==> config.mk <==
export PLATFORM = sky130hd
export DESIGN_NAME = mcu_reset_controller
export DESIGN_NICKNAME = d
export VERILOG_FILES = /design/src/logic/rst_pkg.sv /design/src/logic/rst_src_if.sv /design/src/logic/rst_pin_sync.sv /design/src/logic/mcu_reset_controller.sv
export VERILOG_INCLUDE_DIRS = /design/src /design/src/logic
export SDC_FILE = /design/constraint.sdc
export NUM_CORES = 1
export LEC_CHECK = 0
export BUFFER_PORTS_ARGS = -buffer_cell sky130_fd_sc_hd__buf_2
export CELL_PAD_IN_SITES_DETAIL_PLACEMENT = 2
export CELL_PAD_IN_SITES_GLOBAL_PLACEMENT = 2
export CORE_ASPECT_RATIO = 0.8
export CORE_MARGIN = 1.5
export CORE_UTILIZATION = 35
export DETAILED_ROUTE_END_ITERATION = 8
export PLACE_DENSITY = 0.95
export SLEW_MARGIN = 20
export SYNTH_ARGS = -nofsm -noshare
export SYNTH_HDL_FRONTEND = slang
export SYNTH_HIERARCHICAL = 1
export SYNTH_SLANG_ARGS = --single-unit
export TNS_END_PERCENT = 20
==> constraint.sdc <==
create_clock -name pclk -period 4.95 [get_ports pclk]
set_clock_uncertainty 0.2 [all_clocks]
set_input_delay 1.485 -clock pclk [delete_from_list [all_inputs] [get_ports pclk]]
set_output_delay 1.485 -clock pclk [all_outputs]
set_load 0.05 [all_outputs]
==> src/logic/rst_defines.svh <==
// Constants for the reset controller: register offsets, field positions, reset values, timing.
`ifndef RST_DEFINES_SVH
`define RST_DEFINES_SVH
`define OFS_PMODE0 12'h004
`define OFS_PMODE1 12'h005
`define OFS_CMODE2 12'h006
`define OFS_MODEDEP 12'h008
`define OFS_STATUS 12'h00C
`define ADDR_PMODE0 12'h010
`define ADDR_PMODE1 12'h014
`define ADDR_CMODE2 12'h018
`define ADDR_MODEDEP 12'h020
`define ADDR_STATUS 12'h030
`define BIT_MODE_LO 0
`define BIT_MODE_HI 1
`define BIT_PROG_RST 3
`define BIT_WDT_SEL 2
`define BIT_OSC_ACT 7
`define BIT_RAM_UNDEF 4
`define PMODE0_RST_LO 8'h00
`define PMODE0_RST_HI 8'h03
`define PMODE1_RST 8'h08
`define CMODE2_RST 8'h00
`define MODEDEP_SINGLE 8'h00
`define MODEDEP_EXP 8'h02
`define PIN_MIN_CYCLES 5'd20
`define RST_HOLD_CYCLES 4'd8
`define SETTLE_CYCLES 8'd100
`endif

==> src/logic/rst_pkg.sv <==
// Types shared by the reset controller files.
package rst_pkg;
  typedef enum logic [2:0] {
    ST_SETTLE = 3'b000,
    ST_PIN_LOW = 3'b001,
    ST_APPLY = 3'b010,
    ST_RUN = 3'b011,
    ST_HALT = 3'b100
  } rst_state_e;
  typedef enum logic [1:0] {
    CAUSE_PIN = 2'b00,
    CAUSE_PROG = 2'b01,
    CAUSE_WDT = 2'b10,
    CAUSE_OSC = 2'b11
  } rst_cause_e;
endpackage

==> src/logic/rst_src_if.sv <==
// Reset source bundle between the top and the pin synchroniser.
`timescale 1ns/1ps
interface rst_src_if;
  logic raw_n;
  logic sync_n;
  modport sync (input raw_n, output sync_n);
  modport user (output raw_n, input sync_n);
endinterface

==> src/logic/rst_pin_sync.sv <==
// Three-stage synchroniser for the external reset pin.
`timescale 1ns/1ps
module rst_pin_sync (
  // Clock and reset
  input wire logic pclk,
  input wire logic presetn,
  // Pin
  rst_src_if.sync src
);
  logic s1;
  logic s2;
  logic s3;
  logic level;
  always_ff @(posedge pclk or negedge presetn) begin
    if (!presetn) begin
      s1 <= 1'b0;
      s2 <= 1'b0;
      s3 <= 1'b0;
    end else begin
      s1 <= src.raw_n;
      s2 <= s1;
      s3 <= s2;
    end
  end
  // The level only moves once the second and third stages agree.
  always_ff @(posedge pclk or negedge presetn) begin
    if (!presetn) begin
      level <= 1'b0;
    end else if (s2 == s3) begin
      level <= s3;
    end
  end
  assign src.sync_n = level;
endmodule

==> src/logic/mcu_reset_controller.sv <==
// Reset controller merging pin, program, watchdog and oscillator-stop resets.
//
// The APB interface to the registers and the address map were decided locally.
`timescale 1ns/1ps
`include "rst_defines.svh"
// Function
// - Four reset causes: pin, program, watchdog, oscillator.
// - Pin low resets pins and oscillator.
// - Pin rise initialises core, then fetch vector.
// - Internal RAM is never cleared by reset.
// - Writing program reset bit restarts device.
// - Program reset bit always reads zero.
// - Watchdog underflow resets when select bit set.
// - Oscillator stop resets and halts when action zero.
// - Non-pin resets keep some registers unchanged.
// - Non-pin resets keep processor mode bits.
// - Mode-dependent register reset value follows mode.
// - Boot pin high: hold ack follows request.
// - Boot pin high: pins undefined until settled.
module mcu_reset_controller (
  // Clock and bus reset
  input wire logic pclk,
  input wire logic presetn,
  // APB slave
  input wire logic psel,
  input wire logic penable,
  input wire logic pwrite,
  input wire logic [11:0] paddr,
  input wire logic [31:0] pwdata,
  output logic [31:0] prdata,
  output logic pready,
  output logic pslverr,
  // External pins
  input wire logic ext_reset_n,
  input wire logic boot_mode_pin,
  input wire logic hold_req,
  output logic hold_ack_out,
  // Event inputs from neighbouring blocks
  input wire logic wdt_underflow,
  input wire logic osc_stop_detect,
  input wire logic ram_write_busy,
  // Reset and status outputs
  output logic pin_reset_state,
  output logic osc_reset,
  output logic core_reset,
  output logic core_halt,
  output logic fetch_vector,
  output logic pins_defined,
  output logic ram_undefined,
  output rst_pkg::rst_cause_e last_cause
);
  import rst_pkg::*;

  rst_src_if pin_if ();
  rst_state_e state;
  rst_state_e next_state;
  logic [7:0] processor_mode_reg0;
  logic [7:0] processor_mode_reg1;
  logic [7:0] clock_mode_reg2;
  logic [7:0] mode_dep_reg;
  logic [4:0] pin_cnt;
  logic [3:0] hold_cnt;
  logic [7:0] settle_cnt;
  logic boot_hi;
  logic prog_req;
  logic wdt_req;
  logic osc_req;
  logic soft_req;
  logic wr_en;
  logic rd_en;
  logic addr_ok;

  assign pin_if.raw_n = ext_reset_n;

  rst_pin_sync u_sync (
    .pclk(pclk),
    .presetn(presetn),
    .src(pin_if)
  );

  function automatic logic [7:0] mode_dep_value(input logic [1:0] mode);
    mode_dep_value = (mode == 2'b00) ? `MODEDEP_SINGLE : `MODEDEP_EXP;
  endfunction

  function automatic logic hit(input logic [11:0] a, input logic [11:0] r);
    hit = (a == r);
  endfunction

  // APB decode; the slave always answers in the first access cycle.
  assign wr_en = psel && penable && pwrite;
  assign rd_en = psel && !pwrite;
  assign addr_ok = hit(paddr, `ADDR_PMODE0) || hit(paddr, `ADDR_PMODE1) ||
                   hit(paddr, `ADDR_CMODE2) || hit(paddr, `ADDR_MODEDEP) ||
                   hit(paddr, `ADDR_STATUS);
  assign pready = 1'b1;
  assign pslverr = psel && penable && !addr_ok;

  assign prog_req = wr_en && hit(paddr, `ADDR_PMODE0) && pwdata[`BIT_PROG_RST] &&
                    state == ST_RUN;
  assign wdt_req = wdt_underflow && processor_mode_reg1[`BIT_WDT_SEL] &&
                   state == ST_RUN;
  assign osc_req = osc_stop_detect && !clock_mode_reg2[`BIT_OSC_ACT] &&
                   state == ST_RUN;
  assign soft_req = prog_req || wdt_req || osc_req;

  // Boot pin level is captured by a clocked process while in ST_PIN_LOW.
  always_ff @(posedge pclk or negedge presetn) begin
    if (!presetn) begin
      boot_hi <= 1'b0;
    end else if (state == ST_PIN_LOW) begin
      boot_hi <= boot_mode_pin;
    end
  end

  always_comb begin
    next_state = state;
    unique case (state)
      ST_SETTLE: begin
        if (settle_cnt == `SETTLE_CYCLES) begin
          next_state = ST_PIN_LOW;
        end
      end
      ST_PIN_LOW: begin
        if (pin_if.sync_n && pin_cnt >= `PIN_MIN_CYCLES) begin
          next_state = ST_APPLY;
        end
      end
      ST_APPLY: begin
        if (hold_cnt == `RST_HOLD_CYCLES) begin
          next_state = ST_RUN;
        end
      end
      ST_RUN: begin
        if (osc_req) begin
          next_state = ST_HALT;
        end else if (soft_req) begin
          next_state = ST_APPLY;
        end
      end
      ST_HALT: begin
        next_state = ST_HALT;
      end
      default: begin
        next_state = ST_SETTLE;
      end
    endcase
    if (!pin_if.sync_n && state != ST_SETTLE) begin
      next_state = ST_PIN_LOW;
    end
  end

  always_ff @(posedge pclk or negedge presetn) begin
    if (!presetn) begin
      state <= ST_SETTLE;
    end else begin
      state <= next_state;
    end
  end

  always_ff @(posedge pclk or negedge presetn) begin
    if (!presetn) begin
      settle_cnt <= 8'h00;
    end else if (state == ST_SETTLE && settle_cnt != `SETTLE_CYCLES) begin
      settle_cnt <= settle_cnt + 8'h01;
    end
  end

  // Counts main clock cycles spent in ST_PIN_LOW, whatever the pin level; saturates at PIN_MIN_CYCLES.
  always_ff @(posedge pclk or negedge presetn) begin
    if (!presetn) begin
      pin_cnt <= 5'h00;
    end else if (state != ST_PIN_LOW) begin
      pin_cnt <= 5'h00;
    end else if (pin_cnt != `PIN_MIN_CYCLES) begin
      pin_cnt <= pin_cnt + 5'h01;
    end
  end

  always_ff @(posedge pclk or negedge presetn) begin
    if (!presetn) begin
      hold_cnt <= 4'h0;
    end else if (state != ST_APPLY) begin
      hold_cnt <= 4'h0;
    end else begin
      hold_cnt <= hold_cnt + 4'h1;
    end
  end

  always_ff @(posedge pclk or negedge presetn) begin
    if (!presetn) begin
      last_cause <= CAUSE_PIN;
    end else if (state == ST_PIN_LOW) begin
      last_cause <= CAUSE_PIN;
    end else if (state == ST_RUN) begin
      if (osc_req) begin
        last_cause <= CAUSE_OSC;
      end else if (wdt_req) begin
        last_cause <= CAUSE_WDT;
      end else if (prog_req) begin
        last_cause <= CAUSE_PROG;
      end
    end
  end

  // Mode register 0: pin reset loads from the boot pin, other resets keep mode bits.
  always_ff @(posedge pclk or negedge presetn) begin
    if (!presetn) begin
      processor_mode_reg0 <= `PMODE0_RST_LO;
    end else if (state == ST_PIN_LOW) begin
      processor_mode_reg0 <= boot_mode_pin ? `PMODE0_RST_HI : `PMODE0_RST_LO;
    end else if (state == ST_APPLY && hold_cnt == 4'h0 && last_cause != CAUSE_PIN) begin
      processor_mode_reg0 <= {6'h00, processor_mode_reg0[`BIT_MODE_HI:`BIT_MODE_LO]};
    end else if (state == ST_RUN && wr_en && hit(paddr, `ADDR_PMODE0)) begin
      processor_mode_reg0 <= pwdata[7:0] & ~(8'h01 << `BIT_PROG_RST);
    end
  end

  // Watchdog select can only be set by software; software cannot clear it, only a pin reset does.
  always_ff @(posedge pclk or negedge presetn) begin
    if (!presetn) begin
      processor_mode_reg1 <= `PMODE1_RST;
    end else if (state == ST_PIN_LOW) begin
      processor_mode_reg1 <= `PMODE1_RST;
    end else if (state == ST_RUN && wr_en && hit(paddr, `ADDR_PMODE1)) begin
      processor_mode_reg1 <= pwdata[7:0] | (processor_mode_reg1 & (8'h01 << `BIT_WDT_SEL));
    end
  end

  // Clock mode register is kept across non-pin resets.
  always_ff @(posedge pclk or negedge presetn) begin
    if (!presetn) begin
      clock_mode_reg2 <= `CMODE2_RST;
    end else if (state == ST_PIN_LOW) begin
      clock_mode_reg2 <= `CMODE2_RST;
    end else if (state == ST_RUN && wr_en && hit(paddr, `ADDR_CMODE2)) begin
      clock_mode_reg2 <= pwdata[7:0];
    end
  end

  always_ff @(posedge pclk or negedge presetn) begin
    if (!presetn) begin
      mode_dep_reg <= `MODEDEP_SINGLE;
    end else if (state == ST_PIN_LOW) begin
      mode_dep_reg <= boot_mode_pin ? `MODEDEP_EXP : `MODEDEP_SINGLE;
    end else if (state == ST_APPLY && hold_cnt == 4'h0 && last_cause != CAUSE_PIN) begin
      mode_dep_reg <= mode_dep_value(processor_mode_reg0[`BIT_MODE_HI:`BIT_MODE_LO]);
    end else if (state == ST_RUN && wr_en && hit(paddr, `ADDR_MODEDEP)) begin
      mode_dep_reg <= pwdata[7:0];
    end
  end

  // A reset that lands in ST_RUN during a RAM write marks RAM content as undefined;
  // RAM itself is never cleared here, and software clears the flag.
  always_ff @(posedge pclk or negedge presetn) begin
    if (!presetn) begin
      ram_undefined <= 1'b0;
    end else if ((soft_req || (!pin_if.sync_n && state == ST_RUN)) && ram_write_busy) begin
      ram_undefined <= 1'b1;
    end else if (wr_en && hit(paddr, `ADDR_STATUS) && pwdata[`BIT_RAM_UNDEF]) begin
      ram_undefined <= 1'b0;
    end
  end

  always_ff @(posedge pclk or negedge presetn) begin
    if (!presetn) begin
      prdata <= 32'h0000_0000;
    end else if (rd_en && !penable) begin
      prdata <= 32'h0000_0000;
      if (hit(paddr, `ADDR_PMODE0)) begin
        prdata[7:0] <= processor_mode_reg0;
      end else if (hit(paddr, `ADDR_PMODE1)) begin
        prdata[7:0] <= processor_mode_reg1;
      end else if (hit(paddr, `ADDR_CMODE2)) begin
        prdata[7:0] <= clock_mode_reg2;
      end else if (hit(paddr, `ADDR_MODEDEP)) begin
        prdata[7:0] <= mode_dep_reg;
      end else if (hit(paddr, `ADDR_STATUS)) begin
        prdata[7:0] <= {3'b000, ram_undefined, boot_hi, state};
      end
    end
  end

  always_ff @(posedge pclk or negedge presetn) begin
    if (!presetn) begin
      fetch_vector <= 1'b0;
    end else begin
      fetch_vector <= (state == ST_APPLY) && (next_state == ST_RUN);
    end
  end

  assign pin_reset_state = (state == ST_PIN_LOW) || (state == ST_SETTLE) ||
                           (state == ST_APPLY) || (state == ST_HALT);
  assign osc_reset = (state == ST_PIN_LOW) || (state == ST_SETTLE);
  assign core_reset = (state != ST_RUN);
  assign core_halt = (state == ST_HALT);
  assign pins_defined = !(boot_mode_pin && state == ST_SETTLE);
  assign hold_ack_out = boot_mode_pin ? hold_req : 1'b0;
endmodule

==> flow_metrics.tcl <==
set metrics [dict create \
    status "complete, no violations" \
    route.detailed.drc 0 \
    setup_violations 0 \
    whs_endpoint "u_sync/s2$_DFF_PN0_" \
    slew_headroom 0.473 \
    rsz0062_at_grt "no" \
    maxCapViolCount 0 \
    row_count 34 \
    antenna_found_initial 0 \
    io_pins 99 \
    synthDistinctLibCells 59 \
    finalHoldViolations 0 \
    preCtsSetupSlack_ns 0.467 \
    grt_pass1_vias 3851 \
    vias 3379 \
    grt_max_degree 32 \
    synth_ff_type "dfrtp_1" \
    clkLatencyLatePin_ns 0.34 \
    post_cts_buffers 0 \
    worstHoldPathCells 0 \
    r2r_end "mode_dep_reg[4]$_DFFE_PN0P_" \
    initial_core_util 0.358 \
    routed_via_density 5.66 \
    final_common_cell "dfrtp_1" \
    htree_levels 3 \
    grt_util_all_layers 0.251 \
    finalSetupTns_ns 0 \
    pwr_density_cell_nw_per_um2 403 \
    cp.arrival_ns 2.85 \
    p_seq_frac 0.398 \
    p_sw_frac 0.358 \
    netlist_instances 403 \
    fillCellCount 1189 \
    synth_edf_count 0 \
    ys_seq_area_frac 0.440 \
    final_core_util 0.409 \
    max_freq_ghz 0.221 \
    nets 509 \
    netSwitchingPower_uw 639 \
    critPathMaxFanout 9 \
    drt.antenna.violating_nets 0 \
    period_minus_slack_ns 4.53 \
    crit_type "in2out" \
    ctsResizeCount 0 \
    multi_input_area_sq_um 1910 \
    min-delay-start "u_sync/s1$_DFF_PN0_" \
    syn_avg_cell_area_sq_um 9.61 \
    r2r_slack_ns 2.18 \
    wl_per_cell_um 23.3 \
    drt-initial-drc-count 226 \
    worstSetupEndpointType "output pin" \
    p_clk_frac 0.356 \
    cts_max_path_buffers 2 \
    final_cell_mix "dfrtp_1 (67), buf_2 (49), nand3_1 (42), nand2_1 (30), a21oi_1 (28)" \
    numCtsBuffers 9 \
    synth_area_sq_um 3870 \
    first_pass_iters 4 \
    grt_pass1_wl_um 22300 \
    crit_required_ns 3.26 \
    timing.rr.start "state[1]$_DFF_PN0_" \
    yosys_warnings 6 \
    place_hpwl_um 9550 \
    drive_gt1_frac 0.192 \
    final_max_slew_viol_count 0 \
    cts_tree "done" \
    internal_power_uw 1150 \
    start_kind "input pin" \
    synth_seq_cells 68 \
    synthArstFlopShare 1.00 \
    root_buffer "clkbuf_16" \
    die_w_um 121 \
    syn_to_final_growth_pct 14.2 \
    chipHeight_um 97.1 \
    ir_drop_uv 149 \
    dieArea_sq_um 11700 \
    overflow 0 \
    clock_sinks 68 \
    rr_worst_depth 4 \
    tightest_slew_ns 0.787 \
    layout_setup_ws_ns 0.415 \
    routed_wl_um 13900 \
    p_leak_uw 0.00189 \
    combPwrFrac 0.246 \
    register_area_sq_um 1700 \
    period_share 0.916 \
    postCtsHoldBufs 0 \
    hold_path_class "reg2reg" \
    io_buffer_count 49 \
    core_area_sq_um 10800 \
    place.gp.congestion 0.817 \
    cts.reportedPaths.clkPinSlew_ns 0.06 \
]
final cells by class:
type	count	area share
Sequential cell	68	0.385
Tap cell	144	0.0407
Multi-Input combinational cell	301	0.432
Inverter	13	0.0110
Clock inverter	5	0.0122
Clock buffer	10	0.0518
Timing Repair Buffer	55	0.0665
Antenna cell	1	0.000566
routing by layer:
| metal | vias to the layer above | part of all wire | routed length (um) | track usage |
|---|---|---|---|---|
| met4 | 0 | 0.025 | 355 | 0.0986 |
| met2 | 132 | 0.48 | 6680 | 0.402 |
| met1 | 1735 | 0.42 | 5880 | 0.318 |
| met5 | - | 0 | 0 | 0 |
| met3 | 32 | 0.072 | 1000 | 0.0734 |
| li1 | 1480 | - | - | - |
worst max-delay path, cell delays in order:
cell and delay [ns]:
buf_2 0.25, nor4b_4 0.39, o211ai_2 0.27, a21oi_1 0.19
nor2_1 0.06, buf_2 0.20
cells in the mapped netlist (all sizes together) (3+ instances only):
library cell / instances / area [sq um]
o21a: 3 / 22.5
inv: 13 / 48.8
xor2: 4 / 35.0
nand4: 6 / 37.5
and4: 3 / 26.3
o22a: 4 / 35.0
clkbuf: 7 / 26.3
nor3b: 5 / 60.1
dfrtp: 67 / 1680
and2: 5 / 31.3
mux2i: 11 / 110
nor2: 24 / 90.1
ha: 6 / 75.1
a31oi: 5 / 46.3
o21ai: 27 / 135
nand2: 30 / 113
nand2b: 3 / 18.8
or2: 3 / 18.8
a21oi: 28 / 140
nand3: 43 / 228
xnor2: 9 / 78.8
buf: 37 / 270
o211ai: 13 / 103
and3: 7 / 43.8
nor2b: 3 / 18.8
kinds of logic after synthesis:
kind of cell               synth area share
adders and majority gates            0.0223
and+or+nand+nor                       0.220
xor gates and xnor gates             0.0294
muxes                                0.0342
other                               0.00194
DFF                                   0.440
buffers and inverters                0.0891
AOI/OAI and AO/OA                     0.164
worst max path at each step:
| stage | startpoint | endpoint | slack (ns) |
|---|---|---|---|
| finish | paddr[4] | pslverr | 0.42 |
| global route | paddr[2] | pslverr | 0.38 |
| CTS | paddr[4] | pslverr | 0.45 |
| detailed placement | paddr[4] | pslverr | 0.47 |
| global placement | paddr[4] | pslverr | 0.47 |
| floorplan | paddr[2] | pslverr | 0.44 |
per-stage QoR:
step	total power, uW	hold slack, ns	cells	instance area [sq um]
global route	1850	0.184	596	4420
floorplan	995	0.131	426	3960
global placement	1080	0.138	580	4130
detailed placement	1130	0.152	580	4130
CTS	1790	0.178	595	4410
finish	1780	0.173	597	4420
power groups by stage:
stage / clock network, uW / logic (uW) / registers, uW
global placement: 0 / 383 / 700
floorplan: 0 / 300 / 696
detailed placement: 0 / 418 / 711
CTS: 647 / 433 / 706
global route: 665 / 471 / 717
finish: 636 / 439 / 709
Power figures use the tool's default switching activity.
